File: config.mk
export PLATFORM = sky130hd
export DESIGN_NAME = fsp_mode_ctrl
export DESIGN_NICKNAME = d
export VERILOG_FILES = /design/src/verilog/fsp_pkg.sv /design/src/verilog/fsp_unlock_if.sv /design/src/verilog/fsp_unlock_seq.sv /design/src/verilog/fsp_mode_ctrl.sv
export SDC_FILE = /design/constraint.sdc
export NUM_CORES = 1
export LEC_CHECK = 0
export ABC_AREA = 1
export BUFFER_PORTS_ARGS = -buffer_cell sky130_fd_sc_hd__buf_2
export CAP_MARGIN = 20
export CORE_MARGIN = 5
export CORE_UTILIZATION = 50
export DETAILED_ROUTE_END_ITERATION = 7
export PLACE_DENSITY = 0.71
export SLEW_MARGIN = 40
export SYNTH_ARGS = -nofsm -noshare
export SYNTH_HDL_FRONTEND = slang
export SYNTH_SLANG_ARGS = --single-unit
File: constraint.sdc
create_clock -name clk -period 4.6 [get_ports clk]
set_input_delay 0.46 -clock clk [delete_from_list [all_inputs] [get_ports clk]]
set_output_delay 0.46 -clock clk [all_outputs]
set_load 0.005 [all_outputs]
File: src/verilog/fsp_pkg.sv
/*
  Constants and types for the flash self-program mode control block.
  Assumes a 40 MHz core clock and an 8-bit register port.
*/
package fsp_pkg;

  // ----------------------------------------------------------------
  // Register port
  // ----------------------------------------------------------------
  localparam int ADDR_W = 4;
  localparam int DATA_W = 8;

  localparam logic [ADDR_W-1:0] A_UNLOCK   = 4'h0; // Write only
  localparam logic [ADDR_W-1:0] A_STATUS   = 4'h1; // Protection error flag
  localparam logic [ADDR_W-1:0] A_MODE     = 4'h2; // Guarded mode control
  localparam logic [ADDR_W-1:0] A_COMMAND  = 4'h3; // Flash command
  localparam logic [ADDR_W-1:0] A_IRQ_STAT = 4'h4; // Sticky events
  localparam logic [ADDR_W-1:0] A_IRQ_CLR  = 4'h5; // Write one to clear
  localparam logic [ADDR_W-1:0] A_IRQ_EN   = 4'h6; // Event enables

  // ----------------------------------------------------------------
  // Field layout and reset values
  // ----------------------------------------------------------------
  localparam logic [DATA_W-1:0] UNLOCK_KEY  = 8'ha5;
  localparam int                MODE_BIT    = 0;
  localparam int                MIRROR_LSB  = 2;
  localparam int                MIRROR_W    = 5;
  localparam int                PERR_BIT    = 0;
  localparam int                CMD_W       = 3;
  localparam logic              MODE_RST    = 1'b0;
  localparam logic [CMD_W-1:0]  CMD_RST     = 3'h0;

  localparam int                IRQ_W       = 2;
  localparam int                IRQ_PERR    = 0; // Protection error
  localparam int                IRQ_HREL    = 1; // Halt auto-released

  // ----------------------------------------------------------------
  // Timing
  // ----------------------------------------------------------------
  localparam int CLK_KHZ        = 40000;
  localparam int HALT_REL_US    = 10;    // Longest wait, microseconds
  localparam int HALT_REL_EXTRA = 2;     // Extra cpu clocks
  localparam int HALT_REL_CYC   =
    (HALT_REL_US * CLK_KHZ) / 1000 + HALT_REL_EXTRA;
  localparam int HALT_CNT_W     = 9;
  localparam logic [1:0] MIRROR_CAP_CNT = 2'h2; // Synchroniser depth

  // ----------------------------------------------------------------
  // State types
  // ----------------------------------------------------------------
  typedef enum logic [1:0] {
    SEQ_IDLE = 2'b00,
    SEQ_KEY  = 2'b01,
    SEQ_VAL  = 2'b10,
    SEQ_INV  = 2'b11
  } fsp_seq_t;

  typedef enum logic [1:0] {
    HLT_RUN  = 2'b00,
    HLT_STBY = 2'b01,
    HLT_PROG = 2'b10
  } fsp_halt_t;

endpackage

File: src/verilog/fsp_unlock_if.sv
/*
  Bundle between the register front end and the unlock sequencer.
  Assumes both ends share one clock.
*/
`timescale 1ns/10ps
interface fsp_unlock_if;
  import fsp_pkg::*;

  logic              store;      // Any register write this cycle
  logic              hit_key;    // Write targets the unlock register
  logic              hit_mode;   // Write targets mode control
  logic [DATA_W-1:0] wdata;      // Write data
  logic              commit;     // Pulse: mode write accepted
  logic [DATA_W-1:0] commit_val; // Value to store on commit
  logic              err;        // Pulse: sequence broken

  modport ctrl (output store, hit_key, hit_mode, wdata,
                input  commit, commit_val, err);
  modport seq  (input  store, hit_key, hit_mode, wdata,
                output commit, commit_val, err);
endinterface

File: src/verilog/fsp_unlock_seq.sv
/*
  Unlock sequencer guarding the mode control register.
  Assumes store strobes come from the same clock domain.
*/
`timescale 1ns/10ps
module fsp_unlock_seq
  import fsp_pkg::*;
(
  input wire logic clk, // Core clock
  input wire logic rst, // Async reset, active high
  fsp_unlock_if.seq ul  // Store stream in, verdict out
);

  fsp_seq_t          st_q, st_d;
  logic [DATA_W-1:0] val_q, val_d;
  logic              commit_d, err_d;

  // ----------------------------------------------------------------
  // Key, value, inverse, value
  // ----------------------------------------------------------------
  always_comb begin
    st_d     = st_q;
    val_d    = val_q;
    commit_d = 1'b0;
    err_d    = 1'b0;
    if (ul.store) begin
      case (st_q)
        SEQ_IDLE: begin
          if (ul.hit_key) begin
            if (ul.wdata == UNLOCK_KEY) begin
              st_d = SEQ_KEY;
            end else begin
              err_d = 1'b1;
            end
          end else if (ul.hit_mode) begin
            err_d = 1'b1;
          end
        end
        SEQ_KEY: begin
          if (ul.hit_mode) begin
            val_d = ul.wdata;
            st_d  = SEQ_VAL;
          end else begin
            err_d = 1'b1;
            st_d  = SEQ_IDLE;
          end
        end
        SEQ_VAL: begin
          if (ul.hit_mode && ul.wdata == ~val_q) begin
            st_d = SEQ_INV;
          end else begin
            err_d = 1'b1;
            st_d  = SEQ_IDLE;
          end
        end
        SEQ_INV: begin
          if (ul.hit_mode && ul.wdata == val_q) begin
            commit_d = 1'b1;
          end else begin
            err_d = 1'b1;
          end
          st_d = SEQ_IDLE;
        end
        default: st_d = SEQ_IDLE;
      endcase
    end
  end

  // State and verdict registers
  always_ff @(posedge clk or posedge rst) begin
    if (rst) begin
      st_q          <= SEQ_IDLE;
      val_q         <= 8'h00;
      ul.commit     <= 1'b0;
      ul.commit_val <= 8'h00;
      ul.err        <= 1'b0;
    end else begin
      st_q          <= st_d;
      val_q         <= val_d;
      ul.commit     <= commit_d;
      ul.commit_val <= ul.wdata;
      ul.err        <= err_d;
    end
  end

endmodule

File: src/verilog/fsp_mode_ctrl.sv
/*
  Flash self-program mode control: guarded mode register, halt
  handling with automatic release, protect byte mirror, flash
  command register, protection error flag and event interrupt.
  Assumes a 40 MHz clock, a CPU-side halt pulse on the same clock,
  and a protect byte that arrives asynchronously on pins.
*/
`timescale 1ns/10ps

// Notes on behaviour
// - Mode 0: halt enters plain standby
// - Mode 1: halt runs loaded flash operation
// - Mode bit clears to 0 on reset
// - Protect byte mirrored into bits 2..6
// - Mirror bits ignore software writes
// - Post-entry halt released within 10us+2 clocks
// - Bits 7 and 1 read zero
// - Mode write needs key, value, inverse, value
// - Broken order keeps register, sets error flag
module fsp_mode_ctrl
  import fsp_pkg::*;
#(
  parameter int HALT_CYC = HALT_REL_CYC // Cycles to halt release
)
(
  input  wire logic                clk,          // Core clock, 40 MHz
  input  wire logic                rst,          // Async reset, high
  input  wire logic [ADDR_W-1:0]   addr,         // Register address
  input  wire logic [DATA_W-1:0]   wdata,        // Write data
  input  wire logic                wr,           // Write strobe
  input  wire logic                rd,           // Read strobe
  output logic      [DATA_W-1:0]   rdata_q,      // Read data, next cycle
  input  wire logic                halt_req,     // CPU executes halt
  input  wire logic                wake_req,     // Standby wake event
  input  wire logic [MIRROR_W-1:0] protect_pins, // Protect byte value
  output logic                     self_prog_q,  // Mode select bit
  output logic                     standby_q,    // Plain standby
  output logic                     flash_busy_q, // Flash halt running
  output logic                     flash_start_q,// Pulse: start op
  output logic                     halt_rel_q,   // Pulse: flash halt ended
  output logic      [CMD_W-1:0]    flash_cmd_q,  // Flash command
  output logic                     irq_q         // Interrupt level
);

  // ----------------------------------------------------------------
  // Declarations
  // ----------------------------------------------------------------
  fsp_unlock_if ul ();

  logic [MIRROR_W-1:0]   prot_meta_q;
  logic [MIRROR_W-1:0]   prot_sync_q;
  logic [MIRROR_W-1:0]   mirror_q;
  logic [1:0]            cap_cnt_q;
  logic                  perr_q;
  logic [IRQ_W-1:0]      irq_stat_q;
  logic [IRQ_W-1:0]      irq_en_q;
  logic [IRQ_W-1:0]      irq_ev;
  logic [IRQ_W-1:0]      irq_clr;
  fsp_halt_t             hst_q;
  logic [HALT_CNT_W-1:0] hcnt_q;
  logic                  hrel_ev;
  logic                  go_prog;
  logic                  go_stby;
  logic [DATA_W-1:0]     mode_view;
  logic [DATA_W-1:0]     stat_view;
  logic [DATA_W-1:0]     cmd_view;
  logic [DATA_W-1:0]     irqs_view;
  logic [DATA_W-1:0]     irqe_view;

  localparam logic [HALT_CNT_W-1:0] HALT_LAST =
    HALT_CNT_W'(HALT_CYC - 1);

  // Register write decode
  function automatic logic wr_hit(input logic [ADDR_W-1:0] a);
    return wr && (addr == a);
  endfunction

  // ----------------------------------------------------------------
  // Unlock sequencer hookup
  // ----------------------------------------------------------------
  // Every write counts as a store for the sequence
  assign ul.store    = wr;
  assign ul.hit_key  = (addr == A_UNLOCK);
  assign ul.hit_mode = (addr == A_MODE);
  assign ul.wdata    = wdata;

  fsp_unlock_seq u_seq (
    .clk (clk),
    .rst (rst),
    .ul  (ul.seq)
  );

  // ----------------------------------------------------------------
  // Mode select bit
  // ----------------------------------------------------------------
  // Only a committed sequence changes the mode
  always_ff @(posedge clk or posedge rst) begin
    if (rst) begin
      self_prog_q <= MODE_RST;
    end else if (ul.commit) begin
      self_prog_q <= ul.commit_val[MODE_BIT];
    end
  end

  // ----------------------------------------------------------------
  // Protect byte mirror
  // ----------------------------------------------------------------
  // Two-stage synchroniser on the pins
  always_ff @(posedge clk or posedge rst) begin
    if (rst) begin
      prot_meta_q <= 5'h00;
      prot_sync_q <= 5'h00;
    end else begin
      prot_meta_q <= protect_pins;
      prot_sync_q <= prot_meta_q;
    end
  end

  // Edges since release, until the mirror has captured the pins
  always_ff @(posedge clk or posedge rst) begin
    if (rst) begin
      cap_cnt_q <= 2'h0;
    end else if (cap_cnt_q <= MIRROR_CAP_CNT) begin
      cap_cnt_q <= cap_cnt_q + 2'h1;
    end
  end

  // Capture once after reset release, then hold
  always_ff @(posedge clk or posedge rst) begin
    if (rst) begin
      mirror_q <= 5'h00;
    end else if (cap_cnt_q == MIRROR_CAP_CNT) begin
      mirror_q <= prot_sync_q;
    end
  end

  // ----------------------------------------------------------------
  // Flash command register
  // ----------------------------------------------------------------
  // Plain read/write; software clears it around mode switches
  always_ff @(posedge clk or posedge rst) begin
    if (rst) begin
      flash_cmd_q <= CMD_RST;
    end else if (wr_hit(A_COMMAND)) begin
      flash_cmd_q <= wdata[CMD_W-1:0];
    end
  end

  // ----------------------------------------------------------------
  // Protection error flag
  // ----------------------------------------------------------------
  // Cleared by writing 0; a new error in the same cycle wins
  always_ff @(posedge clk or posedge rst) begin
    if (rst) begin
      perr_q <= 1'b0;
    end else if (ul.err) begin
      perr_q <= 1'b1;
    end else if (wr_hit(A_STATUS) && !wdata[PERR_BIT]) begin
      perr_q <= 1'b0;
    end
  end

  // ----------------------------------------------------------------
  // Halt handling
  // ----------------------------------------------------------------
  // A halt is only taken from the run state
  assign go_prog = (hst_q == HLT_RUN) && halt_req && self_prog_q;
  assign go_stby = (hst_q == HLT_RUN) && halt_req && !self_prog_q;
  assign hrel_ev = (hst_q == HLT_PROG) && (hcnt_q == HALT_LAST);

  // Normal mode sleeps; programming mode runs a timed flash halt
  always_ff @(posedge clk or posedge rst) begin
    if (rst) begin
      hst_q <= HLT_RUN;
    end else begin
      case (hst_q)
        HLT_RUN: begin
          if (go_prog) begin
            hst_q <= HLT_PROG;
          end else if (go_stby) begin
            hst_q <= HLT_STBY;
          end
        end
        HLT_STBY: begin
          if (wake_req) begin
            hst_q <= HLT_RUN;
          end
        end
        HLT_PROG: begin
          if (hrel_ev) begin
            hst_q <= HLT_RUN;
          end
        end
        default: begin
          hst_q <= HLT_RUN;
        end
      endcase
    end
  end

  // Flash halt length; rests at zero outside the flash halt
  always_ff @(posedge clk or posedge rst) begin
    if (rst) begin
      hcnt_q <= '0;
    end else if (hst_q != HLT_PROG) begin
      hcnt_q <= '0;
    end else if (!hrel_ev) begin
      hcnt_q <= hcnt_q + 1'b1;
    end
  end

  // ----------------------------------------------------------------
  // Halt outputs
  // ----------------------------------------------------------------
  // Plain standby level, held until a wake event
  always_ff @(posedge clk or posedge rst) begin
    if (rst) begin
      standby_q <= 1'b0;
    end else begin
      standby_q <= go_stby
                   || ((hst_q == HLT_STBY) && !wake_req);
    end
  end

  // Flash halt level with its start and release pulses
  always_ff @(posedge clk or posedge rst) begin
    if (rst) begin
      flash_busy_q  <= 1'b0;
      flash_start_q <= 1'b0;
      halt_rel_q    <= 1'b0;
    end else begin
      flash_busy_q  <= go_prog || ((hst_q == HLT_PROG) && !hrel_ev);
      flash_start_q <= go_prog;
      halt_rel_q    <= hrel_ev;
    end
  end

  // ----------------------------------------------------------------
  // Interrupt status, enable and output
  // ----------------------------------------------------------------
  // Event vector and clear mask
  always_comb begin
    irq_ev           = '0;
    irq_ev[IRQ_PERR] = ul.err;
    irq_ev[IRQ_HREL] = hrel_ev;
    irq_clr          = wr_hit(A_IRQ_CLR) ? wdata[IRQ_W-1:0] : '0;
  end

  // Sticky bits, set beats clear
  always_ff @(posedge clk or posedge rst) begin
    if (rst) begin
      irq_stat_q <= '0;
    end else begin
      irq_stat_q <= (irq_stat_q & ~irq_clr) | irq_ev;
    end
  end

  // Enable register
  always_ff @(posedge clk or posedge rst) begin
    if (rst) begin
      irq_en_q <= '0;
    end else if (wr_hit(A_IRQ_EN)) begin
      irq_en_q <= wdata[IRQ_W-1:0];
    end
  end

  // Level output from registered status
  always_ff @(posedge clk or posedge rst) begin
    if (rst) begin
      irq_q <= 1'b0;
    end else begin
      irq_q <= |(irq_stat_q & irq_en_q);
    end
  end

  // ----------------------------------------------------------------
  // Read data
  // ----------------------------------------------------------------
  // Byte views; unused bits are fixed zero, mirror has no write path
  assign mode_view = {1'b0, mirror_q, 1'b0, self_prog_q};
  assign stat_view = {7'h00, perr_q};
  assign cmd_view  = {5'h00, flash_cmd_q};
  assign irqs_view = {6'h00, irq_stat_q};
  assign irqe_view = {6'h00, irq_en_q};

  // Registered read; unmapped and write-only addresses read zero
  always_ff @(posedge clk or posedge rst) begin
    if (rst) begin
      rdata_q <= 8'h00;
    end else if (rd) begin
      case (addr)
        A_STATUS:   rdata_q <= stat_view;
        A_MODE:     rdata_q <= mode_view;
        A_COMMAND:  rdata_q <= cmd_view;
        A_IRQ_STAT: rdata_q <= irqs_view;
        A_IRQ_EN:   rdata_q <= irqe_view;
        default:    rdata_q <= 8'h00;
      endcase
    end else begin
      rdata_q <= 8'h00;
    end
  end

endmodule

Word level (Yosys, flattened, before mapping)
Index checks and enable logic that the tools add are counted.
- register bits: 63
- input bits: 23
- output and inout bits: 17
- word-level logic and storage cells: 108
- add/subtract/negate cells: 2
- $lt $le $gt $ge: 1
- equal/unequal tests: 23
- mux-type cells: 28
- bitwise logic cells: 5
- reduce and logical (&&, ||, !) cells: 27
- operator list (operator ; count):
    $pmux W7 S5 ; 1
    $mux W2 ; 9
    $mux W9 ; 2
    $eq A8 B8 Y1 ; 2
    $logic_and A1 B1 Y1 ; 13
    $eq A4 B3 Y1 const B ; 3
    $mux W1 ; 12
    $add A9 B1 Y9 const B ; 1
    $eq A9 B9 Y1 const B ; 1
    $reduce_and A3 Y1 ; 3
    $eq A2 B2 Y1 const B ; 4
    $eq A4 B2 Y1 const B ; 2
    $eq A8 B8 Y1 const B ; 1
    $mux W8 ; 1
    $not A8 Y8 ; 1
    $pmux W2 S4 ; 1
    $ne A2 B1 Y1 const B ; 3
    $ne A2 B2 Y1 const B ; 3
    $pmux W2 S3 ; 1
    $and A2 B2 Y2 ; 2
    $eq A2 B1 Y1 const B ; 2
    $eq A4 B1 Y1 const B ; 1
    $logic_not A1 Y1 ; 4
    $logic_not A2 Y1 ; 2
    other kinds (10) ; 11

Longest topological paths before layout
Gate-level depths: netlist of the first run.
- word-level depth: 6
- depth in mapped cells: 11
- depth with buffers taken out: 11

Modules after synthesis
Synthesis of the first run repeated with hierarchy kept, for this count alone.
- cell total of the unflattened synthesis: 338
- area, all modules: 3088.0 um^2
- modules (own cells, without submodules) (module ; times used ; cells an instance ; area each (um^2) ; seq. area each (um^2)):
    fsp_mode_ctrl ; 1 ; 203 ; 2038.2 ; 1226.2
    fsp_unlock_seq ; 1 ; 135 ; 1049.8 ; 500.5

Least setup slack after synthesis of the first run
Ideal clock, no wire load.
- path type: flip-flop to flip-flop
- start point: register cap_cnt_q[0]
- end point: register mirror_q[0]
- library setup time: 0.125 ns
- arrival time: 1.136 ns
- required time: 4.475 ns
- setup slack: 3.339 ns
- cell stages (with the launch flop): 5
- path buffers: 1
- clock period less this slack: 1.261 ns
- path through: dfrtp_1 > inv_1 > ha_1 > clkbuf_1 > mux2_2
- cells in the longest elaborated chain, start to end: 1
- RTL lines (element ; line ; source):
    from (decl) ; fsp_mode_ctrl.sv:53 ; logic [1:0] cap_cnt_q;
    from (signal assigned) ; fsp_mode_ctrl.sv:124 ; cap_cnt_q <= cap_cnt_q + 2'h1;
    $eq A2 B2 Y1 ; fsp_mode_ctrl.sv:132 ; end else if (cap_cnt_q == MIRROR_CAP_CNT) begin
    to (signal assigned) ; fsp_mode_ctrl.sv:133 ; mirror_q <= prot_sync_q;
    to (decl) ; fsp_mode_ctrl.sv:52 ; logic [MIRROR_W-1:0] mirror_q;
Every way passes these cells.
A chain may end at the register's enable or synchronous reset.

Final worst setup path of the first run
- start point: register hcnt_q[0]
- end point: register hcnt_q[8]
- cells in the longest elaborated chain, start to end: 3
- elaborated cells on any way between the ends: 6
- those cells by class: add/sub: 1; eq/ne: 2; mux: 2; reduce/logical: 1
- RTL lines (element ; line ; source):
    from (decl) ; fsp_mode_ctrl.sv:60 ; logic [HALT_CNT_W-1:0] hcnt_q;
    from (signal assigned) ; fsp_mode_ctrl.sv:208 ; hcnt_q <= hcnt_q + 1'b1;
    $add A9 B1 Y9 / $eq A9 B9 Y1 (equally long branches) ; fsp_mode_ctrl.sv:208, fsp_mode_ctrl.sv:169 ;
    $mux W9 / $logic_and A1 B1 Y1 (equally long branches) ; fsp_mode_ctrl.sv:207, fsp_mode_ctrl.sv:169 ;
    $mux W9 / $ne A2 B1 Y1 (equally long branches) ; n/a ;
Parallel ways exist; a longest one is shown, timed or not. The select of a mux whose other input is x is not followed.

==> impl_metrics.json, run 1 <==
{
  "status": "complete, no violations",
  "layout.nets": 395,
  "drt-total-wl_um": 5020,
  "yosys.area_share.simple_pct": 24.1,
  "synthMuxAreaShare_pct": 0.402,
  "worstMarginPinSlew_ns": 0.539,
  "seqPwrFrac_pct": 49.7,
  "hold_ws_ns": 0.218,
  "p_int_mw": 0.896,
  "drive_above_1_share_pct": 24.1,
  "setup_tns_ns": 0,
  "cts-buffers-inserted": 9,
  "die_area_um2": 7210,
  "postSynthRegisterBits": 62,
  "clkTransAtPathRegs_ns": 0.08,
  "start_util_pct": 51.2,
  "avgSynthCellArea_um2": 8.74,
  "required_ns": 4.83,
  "synth_area_leaders": "dfrtp_1 (55%), nand2_1 (13%), inv_1 (5.5%)",
  "die_h_um": 84.9,
  "skew_ns": 0.00424,
  "areaGrowthSynthToFinish_pct": 16.2,
  "power_frac_clock_pct": 34.0,
  "switching_share_pct": 31.6,
  "postRouteAntennaNets": 0,
  "cts_buffer_depth": 2,
  "die-width_um": 84.9,
  "min_period_over_period_pct": 30.4,
  "syn_area_um2": 2800,
  "end_kind": "flip-flop",
  "dp_hpwl_um": 3710,
  "critPathLaunchType": "flip-flop",
  "maxSlewViolCount": 0,
  "ir_drop_uv": 264,
  "crit_type": "reg -> reg",
  "register_area_um2": 1550,
  "yosysTopAreaCell": "dfrtp_1",
  "first_iter_violations": 80,
  "synth_top_area_share_pct": 55.3,
  "relSlewSlack_pct": 64.1,
  "synth_nets": 348,
  "synth_cells": 321,
  "yosysMostFrequentCell": "nand2_1",
  "grt_pass1_wl_um": 9020,
  "synth_compound_area_share_pct": 9.50,
  "grt_pass1_vias": 2109,
  "synth_warnings": 0,
  "ys_async_sr_fraction_pct": 100,
  "synth_top_family_by_area": "simple AND/OR/NAND/NOR gates",
  "overflow": 0,
  "regToRegSetupSlack_ns": 3.20,
  "crit_end": "hcnt_q[8]$_DFFE_PP0P_",
  "route.detailed.drc": 0,
  "grt_max_degree": 63,
  "rsz0062_at_grt": "no",
  "cts.sinks": 62,
  "reg2reg_to": "hcnt_q[8]$_DFFE_PP0P_",
  "cts_resized": 0,
  "cts_tree": "yes",
  "fillCellCount": 493,
  "total_power_mw": 1.31,
  "crit_path_start": "hcnt_q[0]$_DFFE_PP0P_",
  "top_level_ports": 40,
  "period_needed_ns": 1.40,
  "p_leak_nw": 1.67,
  "crit_fanout": 6,
  "yosysSeqAreaShare_pct": 55.3,
  "hold_viol_final": 0,
  "fp-row-count": 27,
  "portBuffers": 38,
  "r2r_start": "hcnt_q[0]$_DFFE_PP0P_",
  "p_sw_mw": 0.415,
  "vias": 2113,
  "ys_dominant_reg_cell": "dfrtp_1",
  "synth_common_cells": "nand2_1 (98), dfrtp_1 (62), inv_1 (41)",
  "powerDensity_nw_per_um2": 402,
  "synth-adder-area-share_pct": 1.78,
  "combPwrFrac_pct": 16.3,
  "hold_path_class": "in -> reg",
  "grt.total_usage_pct": 15.7,
  "htreeDepth": 3,
  "antenna_found_initial": 0,
  "fmax_mhz": 714,
  "drv_cap": 0,
  "critPathArrivalTime_ns": 1.63,
  "rr_worst_depth": 6,
  "core-area_um2": 5470,
  "firstDrtPassIters": 4,
  "setup_viol": 0,
  "antenna_cells": 0,
  "synth_edf_count": 0,
  "synthDistinctLibCells": 32,
  "multiInputGateArea_um2": 1030,
  "wire_per_inst_um": 11.3,
  "viasPerCell": 4.75,
  "post_cts_buffers": 0,
  "synthXorXnorAreaFrac_pct": 0.937,
  "cts_root_buffer": "clkbuf_8",
  "clock_latency_ns": 0.34,
  "cts_hold_buf": 0,
  "gp_congestion": 0.791
}
==> power by group through the flow <==
stage               sequential [mW]  clock (mW)  combinational (mW)
global placement              0.659           0               0.212
CTS                           0.650       0.460               0.217
detailed placement            0.660           0               0.217
global route                  0.661       0.489               0.252
finish                        0.651       0.446               0.213
floorplan                     0.651           0               0.162
==> final cells by class <==
class                           count  share of cell area (%)
Clock buffer                        9                    3.80
Clock inverter                      7                    1.88
Inverter                           52                    5.99
Multi-Input combinational cell    204                    31.8
Sequential cell                    62                    47.6
Tap cell                           72                    2.76
Timing Repair Buffer               39                    6.18
==> layer usage <==
layer	track usage [%]	share of wire [%]	up-vias
met5	0	0	-
met4	7.77	2.0	0
met3	3.88	5.0	9
met2	25.4	45	42
met1	19.8	48	971
li1	-	-	1091
==> how the worst min path moves through the flow <==
stage / start / end / slack (ns) / depth (start not counted)
final: protect_pins[0] / prot_meta_q[0]$_DFF_PP0_ / 0.22 / 1
after global routing: protect_pins[4] / prot_meta_q[4]$_DFF_PP0_ / 0.20 / 1
after CTS: protect_pins[2] / prot_meta_q[2]$_DFF_PP0_ / 0.20 / 1
after detailed placement: prot_meta_q[0]$_DFF_PP0_ / prot_sync_q[0]$_DFF_PP0_ / 0.33 / 0
after global placement: prot_meta_q[1]$_DFF_PP0_ / prot_sync_q[1]$_DFF_PP0_ / 0.33 / 0
after floorplan: prot_meta_q[0]$_DFF_PP0_ / prot_sync_q[0]$_DFF_PP0_ / 0.33 / 0
==> registers in the layout (all words and copies together) (netlist names), 3 cells and up <==
| register | flops |
|---|---|
| hcnt_q | 9 |
| u_seq.val_q | 8 |
| rdata_q | 7 |
| mirror_q | 5 |
| prot_meta_q | 5 |
| prot_sync_q | 5 |
| flash_cmd_q | 3 |
==> critical path: stages (launching register included) <==
cell and delay, ns:
dfrtp_1 0.44, ha_1 0.23, nand3_2 0.12, nor4_2 0.20
nand2_1 0.11, xor2_1 0.14, nor2_1 0.05
==> logic make-up (layout without fill, tap and decap cells) <==
kind of cell | after synthesis | count (layout)
AND/OR/NAND/NOR | 152 | 152
flip-flops | 62 | 62
buffers and inverters | 55 | 107
AO/OA/AOI/OAI | 43 | 43
adder cells (fa/ha/maj) | 4 | 4
XOR/XNOR | 3 | 3
other | 1 | 1
multiplexers | 1 | 1
==> stage by stage <==
| step | cell area [um^2] | std cells | worst slack, ns | util [%] |
|---|---|---|---|---|
| after floorplan | 2800 | 321 | 2.60 | - |
| after global placement | 3070 | 429 | 3.16 | 56.1 |
| after detailed placement | 3070 | 429 | 3.14 | 56.1 |
| after CTS | 3250 | 445 | 3.20 | 59.5 |
| after global routing | 3260 | 445 | 3.07 | 59.5 |
| final | 3260 | 445 | 3.20 | 59.5 |
==> layout by cell type, fill, tap and decap left out, types with 2 or more instances in the layout <==
cell type,netlist,routed
inv_2,10,11
nand2_1,98,98
nand4_1,3,3
xor2_1,2,2
nand2_4,2,2
nand3_1,8,8
o22ai_1,3,3
o21ai_2,8,8
a21oi_1,6,6
ha_1,4,4
clkbuf_8,0,9
o21ai_0,18,18
buf_2,0,38
nor2_2,4,4
o21ai_1,4,4
dfrtp_1,62,62
nor3_2,2,2
clkinvlp_4,0,2
nand3_2,2,2
nor2_1,23,23
inv_1,41,40
inv_6,0,3
nor3_1,6,6
nor2_4,3,3
Note: power is estimated with default switching activity, not from simulation.
==> run 2, diff against run 1 <==
==> constraint.sdc (replaced) <==
create_clock -name clk -period 1.3 [get_ports clk]
set_input_delay 0.13 -clock clk [delete_from_list [all_inputs] [get_ports clk]]
set_output_delay 0.13 -clock clk [all_outputs]
set_load 0.005 [all_outputs]
==> run 2 against run 1 <==
Compared with the run above: highest routed layer unchanged; hold slack worse by 0.19 ns; core utilization up 4.8 points; clock skew is 0.0023 ns higher; flip-flop and latch count unchanged; setup slack lost 3.2 ns; die area unchanged; final area increased by 8.0%; sequential share of layout area decreased by 3.5 points; clock power grew to 3.8 times the previous value; the run now ends with negative setup slack left; total power grew to 3.7 times the previous value.
==> impl_metrics.json, run 2 (synthesized netlist as in run 1, its figures left out) <==
{
  "status": "finished with violations",
  "violations": "negative setup slack",
  "areaGrowthSynthToFinish_pct": 25.5,
  "mostFrequentLayoutCells": "nand2_1 (95), dfrtp_1 (62), buf_2 (38)",
  "dp_hpwl_um": 3750,
  "cts_tree": "yes",
  "skew_ns": 0.00650,
  "portBuffers": 38,
  "met1_usage_pct": 20.3,
  "core-area_um2": 5470,
  "end_kind": "flip-flop",
  "fin_util_pct": 64.3,
  "ir_drop_uv": 811,
  "vias": 2209,
  "use_met3_pct": 5.53,
  "drt-total-wl_um": 5440,
  "gp_congestion": 0.789,
  "hold_viol_final": 0,
  "fmax_mhz": 745,
  "firstDrtPassIters": 5,
  "cts.sinks": 62,
  "wire_per_inst_um": 11.7,
  "p_leak_nw": 1.79,
  "grt-busiest-layer": "met2",
  "viasPerCell": 4.74,
  "fin_ws_ns": -0.0423,
  "setup_tns_ns": -0.0983,
  "grt_use_met2_pct": 28.5,
  "die-width_um": 84.9,
  "first_iter_violations": 66,
  "postRouteAntennaNets": 0,
  "crit_fanout": 4,
  "hold_ws_ns": 0.0284,
  "antenna_cells": 0,
  "crit_path_start": "hcnt_q[0]$_DFFE_PP0P_",
  "cts-buffers-inserted": 9,
  "r2r_start": "hcnt_q[0]$_DFFE_PP0P_",
  "grt_pass1_wl_um": 9600,
  "rsz0062_at_grt": "yes",
  "largest_reg_flops": 9,
  "reg2reg_to": "hcnt_q[0]$_DFFE_PP0P_",
  "top_level_ports": 40,
  "cts_root_buffer": "clkbuf_8",
  "critPathLaunchType": "flip-flop",
  "critPathArrivalTime_ns": 1.61,
  "rr_worst_depth": 6,
  "regToRegSetupSlack_ns": -0.04,
  "hold_path_class": "in -> reg",
  "setup_viol": 3,
  "clock_latency_ns": 0.34,
  "grt.total_usage_pct": 16.9,
  "layout_commonest_cell": "nand2_1",
  "clkTransAtPathRegs_ns": 0.07,
  "fin_cells": 466,
  "route.detailed.drc": 0,
  "die_h_um": 84.9,
  "powerDensity_nw_per_um2": 1360,
  "period_needed_ns": 1.34,
  "fp-row-count": 27,
  "placed_cells": 435,
  "top_register": "hcnt_q",
  "drive_above_1_share_pct": 28.9,
  "htreeDepth": 3,
  "largestRegisters": "hcnt_q (9), u_seq.val_q (8), rdata_q (7)",
  "maxSlewViolCount": 0,
  "layout.nets": 416,
  "crit_type": "reg -> reg",
  "overflow": 0,
  "drv_cap": 0,
  "cts_buffer_depth": 2,
  "die_area_um2": 7210,
  "min_period_over_period_pct": 103,
  "start_util_pct": 51.2,
  "required_ns": 1.57,
  "total_power_mw": 4.79,
  "antenna_found_initial": 0,
  "grt_pass1_vias": 2237,
  "grt_max_degree": 63,
  "crit_end": "hcnt_q[0]$_DFFE_PP0P_"
}
## run 2: cell count changes in the layout (fill, tap and decap cells not counted), moves of 3 or more
cell / change
inv_2: +4
buf_4: +11
nand2_2: +3
nand2_1: -3
inv_1: -5
dlygate4sd3_1: +8
## run 2: layout make-up
type	count	area [um^2]
Clock buffer	9	124
Clock inverter	7	80.1
Fill cell	487	1950
Inverter	52	199
Multi-Input combinational cell	204	1080
Sequential cell	62	1550
Tap cell	72	90.1
Timing Repair Buffer	60	395
## run 2: worst min path at each step
stage,start,to,slack (ns),cells after the start
global route,rd,rdata_q[1]$_DFF_PP0_,0.005,3
CTS,rd,rdata_q[1]$_DFF_PP0_,0.02,3
global placement,rst,cap_cnt_q[0]$_DFFE_PP0P_,0.24,3
floorplan,protect_pins[0],prot_meta_q[0]$_DFF_PP0_,0.16,0
detailed placement,rst,hcnt_q[4]$_DFFE_PP0P_,0.24,3
finish,rd,rdata_q[1]$_DFF_PP0_,0.03,3
## run 2: where the power goes
| part | switching [mW] | internal (mW) |
|---|---|---|
| sequential | 0.164 | 2.14 |
| clock | 0.798 | 0.903 |
| combinational | 0.462 | 0.325 |
## run 2: timing repair
item,CTS,global route
setup endpoints to repair,1,10
buffers inserted,1,6
pin swaps,0,10
resized for setup,2,14
hold endpoints to repair,70,0
hold buffers,8,0
## run 2: metal layers
layer / wire length (um) / part of all wire [%] / vias up
met5: 0 / 0 / -
met4: 54 / 0.99 / 0
met3: 252 / 4.6 / 6
met2: 2760 / 51 / 37
met1: 2370 / 44 / 1023
li1: - / - / 1143
## run 2: stage by stage
stage	worst slack, ns	area [um^2]
after floorplan	0.0391	2810
after global placement	0.0730	3130
after detailed placement	-0.0302	3130
final	-0.0423	3520
after CTS	0.0171	3430
after global routing	-0.123	3520
## run 2: worst max-delay path, cell delays in order (launching register included)
cell     delay, ns
dfrtp_1       0.43
buf_6         0.13
ha_1          0.13
nand4_1       0.16
nor2_2        0.25
nand2_1       0.09
o21ai_1       0.09
==> run 3, diff against run 2 <==
--- a/config.mk
+++ b/config.mk
@@ -6,12 +6,12 @@
 export NUM_CORES = 1
 export LEC_CHECK = 0
 export ABC_AREA = 1
-export BUFFER_PORTS_ARGS = -buffer_cell sky130_fd_sc_hd__buf_2
 export CAP_MARGIN = 20
 export CORE_MARGIN = 5
 export CORE_UTILIZATION = 50
 export DETAILED_ROUTE_END_ITERATION = 7
-export PLACE_DENSITY = 0.71
+export DONT_BUFFER_PORTS = 1
+export PLACE_DENSITY = 0.65
 export SLEW_MARGIN = 40
 export SYNTH_ARGS = -nofsm -noshare
 export SYNTH_HDL_FRONTEND = slang
==> run 3 against run 2 <==
Compared with the run above: the run now ends clean; combinational power shrank 1%; total power grew 5.0%; first-iteration DRC count grew 74%; final area shrank 1.3%; highest routed layer unchanged.
==> impl_metrics.json, run 3 (synthesized netlist as in run 1, its figures left out) <==
{
  "portBuffers": 0,
  "core-area_um2": 5470,
  "power_frac_clock_pct": 38.5,
  "combPwrFrac_pct": 15.5,
  "p_int_mw": 3.62,
  "ir_drop_uv": 863,
  "cts_tree": "yes",
  "fin_cells": 438,
  "placed_cells": 396,
  "crit_type": "reg -> reg",
  "pre_cts_ws_ns": -0.0252,
  "antenna_cells": 0,
  "p_leak_nw": 1.68,
  "postRouteAntennaNets": 0,
  "die_area_um2": 7210,
  "status": "complete, no violations",
  "required_ns": 1.54,
  "grt_use_met2_pct": 26.4,
  "powerDensity_nw_per_um2": 1450,
  "cts-buffers-inserted": 9,
  "period_needed_ns": 1.29,
  "top_level_ports": 40,
  "mostFrequentLayoutCells": "nand2_1 (94), dfrtp_1 (62), inv_1 (36)",
  "cts_buffer_depth": 2,
  "antenna_found_initial": 0,
  "hold_ws_ns": 0.0212,
  "gp_congestion": 0.949,
  "largestRegisters": "hcnt_q (9), u_seq.val_q (8), rdata_q (7)",
  "drv_cap": 0,
  "setup_viol": 0,
  "grt_pass1_wl_um": 9200,
  "regToRegSetupSlack_ns": 0.01,
  "die-width_um": 84.9,
  "r2r_start": "hcnt_q[1]$_DFFE_PP0P_",
  "grt_max_degree": 24,
  "p_sw_mw": 1.41,
  "register_area_um2": 1550,
  "maxSlewViolCount": 0,
  "use_met3_pct": 6.60,
  "areaGrowthSynthToFinish_pct": 23.8,
  "fmax_mhz": 778,
  "met1_usage_pct": 18.7,
  "layout_commonest_cell": "nand2_1",
  "grt.total_usage_pct": 16.2,
  "critPathArrivalTime_ns": 1.53,
  "critPathLaunchType": "flip-flop",
  "reg2reg_to": "hcnt_q[8]$_DFFE_PP0P_",
  "dp_hpwl_um": 3790,
  "cts.sinks": 62,
  "viasPerCell": 4.86,
  "multiInputGateArea_um2": 1080,
  "route.detailed.drc": 0,
  "grt-busiest-layer": "met2",
  "seqPwrFrac_pct": 46.0,
  "crit_end": "hcnt_q[8]$_DFFE_PP0P_",
  "die_h_um": 84.9,
  "switching_share_pct": 28.1,
  "htreeDepth": 3,
  "first_iter_violations": 115,
  "end_kind": "flip-flop",
  "rsz0062_at_grt": "yes",
  "vias": 2128,
  "layout.nets": 388,
  "crit_fanout": 4,
  "skew_ns": 0.00779,
  "firstDrtPassIters": 4,
  "start_util_pct": 51.2,
  "clkTransAtPathRegs_ns": 0.08,
  "min_period_over_period_pct": 98.9,
  "fillCellCount": 460,
  "drt-total-wl_um": 5440,
  "largest_reg_flops": 9,
  "cts_root_buffer": "clkbuf_8",
  "overflow": 0,
  "fp-row-count": 27,
  "fin_ws_ns": 0.0142,
  "hold_viol_final": 0,
  "drive_above_1_share_pct": 21.0,
  "grt_pass1_vias": 2115,
  "clock_latency_ns": 0.35,
  "wire_per_inst_um": 12.4,
  "hold_path_class": "in -> reg",
  "crit_path_start": "hcnt_q[1]$_DFFE_PP0P_",
  "rr_worst_depth": 6,
  "total_power_mw": 5.03,
  "top_register": "hcnt_q"
}
-- run 3: cell count changes in the layout (fill, tap and decap cells not counted), sizes merged --
cell and change:
buf -38, bufinv +1, clkbuf +1, clkinv -1, dlygate4sd3 +10, inv -1
-- run 3: cell type report --
cell class / instances / area share, %
Timing Repair Buffer: 32 / 9.15
Clock inverter: 6 / 2.67
Inverter: 52 / 5.73
Clock buffer: 10 / 3.96
Sequential cell: 62 / 44.7
Tap cell: 72 / 2.59
Multi-Input combinational cell: 204 / 31.2
-- run 3: how the worst min path moves through the flow --
| stage | end | cells past startpoint | from | slack, ns |
|---|---|---|---|---|
| after CTS | irq_en_q[0]$_DFFE_PP0P_ | 2 | wr | 0.007 |
| after floorplan | prot_meta_q[0]$_DFF_PP0_ | 0 | protect_pins[0] | 0.16 |
| after detailed placement | hcnt_q[4]$_DFFE_PP0P_ | 1 | rst | 0.04 |
| after global placement | halt_rel_q$_DFF_PP0_ | 1 | rst | 0.05 |
| final | irq_en_q[0]$_DFFE_PP0P_ | 2 | wr | 0.02 |
| after global routing | irq_en_q[1]$_DFFE_PP0P_ | 2 | wr | 0.03 |
-- run 3: power groups by stage --
stage               Sequential [mW]  Combinational, mW  Clock, mW
finish                         2.32              0.779       1.94
global route                   2.35              0.908       2.08
CTS                            2.31              0.735       1.99
detailed placement             2.35              0.686          0
global placement               2.34              0.662          0
floorplan                      2.30              0.576          0
-- run 3: critical path, cell delays in order (launching register included) --
cell and delay (ns):
dfrtp_1 0.40, ha_2 0.24, nand3_4 0.10, nor4_4 0.16
nand2_1 0.10, xor2_1 0.13, nor2_1 0.05
-- run 3: timing repair --
action	in CTS	in global routing
pin swaps	2	8
hold endpoints to repair	73	0
hold buffers	18	0
buffers inserted	2	6
resized for setup	1	16
setup endpoints to repair	5	12
-- run 3: per-layer routing --
layer	part of all wire, %	routed length, um
met1	44	2400
met2	48	2590
met3	5.6	302
met4	2.6	143
met5	0	0
-- run 3: per-stage QoR --
| step | TNS (ns) | instance area, um^2 | util, % |
|---|---|---|---|
| 6_report | 0 | 3470 | 63.4 |
| 5_1_grt | -0.607 | 3470 | 63.4 |
| 4_1_cts | 0 | 3380 | 61.7 |
| 3_5_place_dp | -0.0334 | 2950 | 53.8 |
| 3_3_place_gp | 0 | 2950 | 53.8 |
| 2_1_floorplan | 0 | 2810 | - |
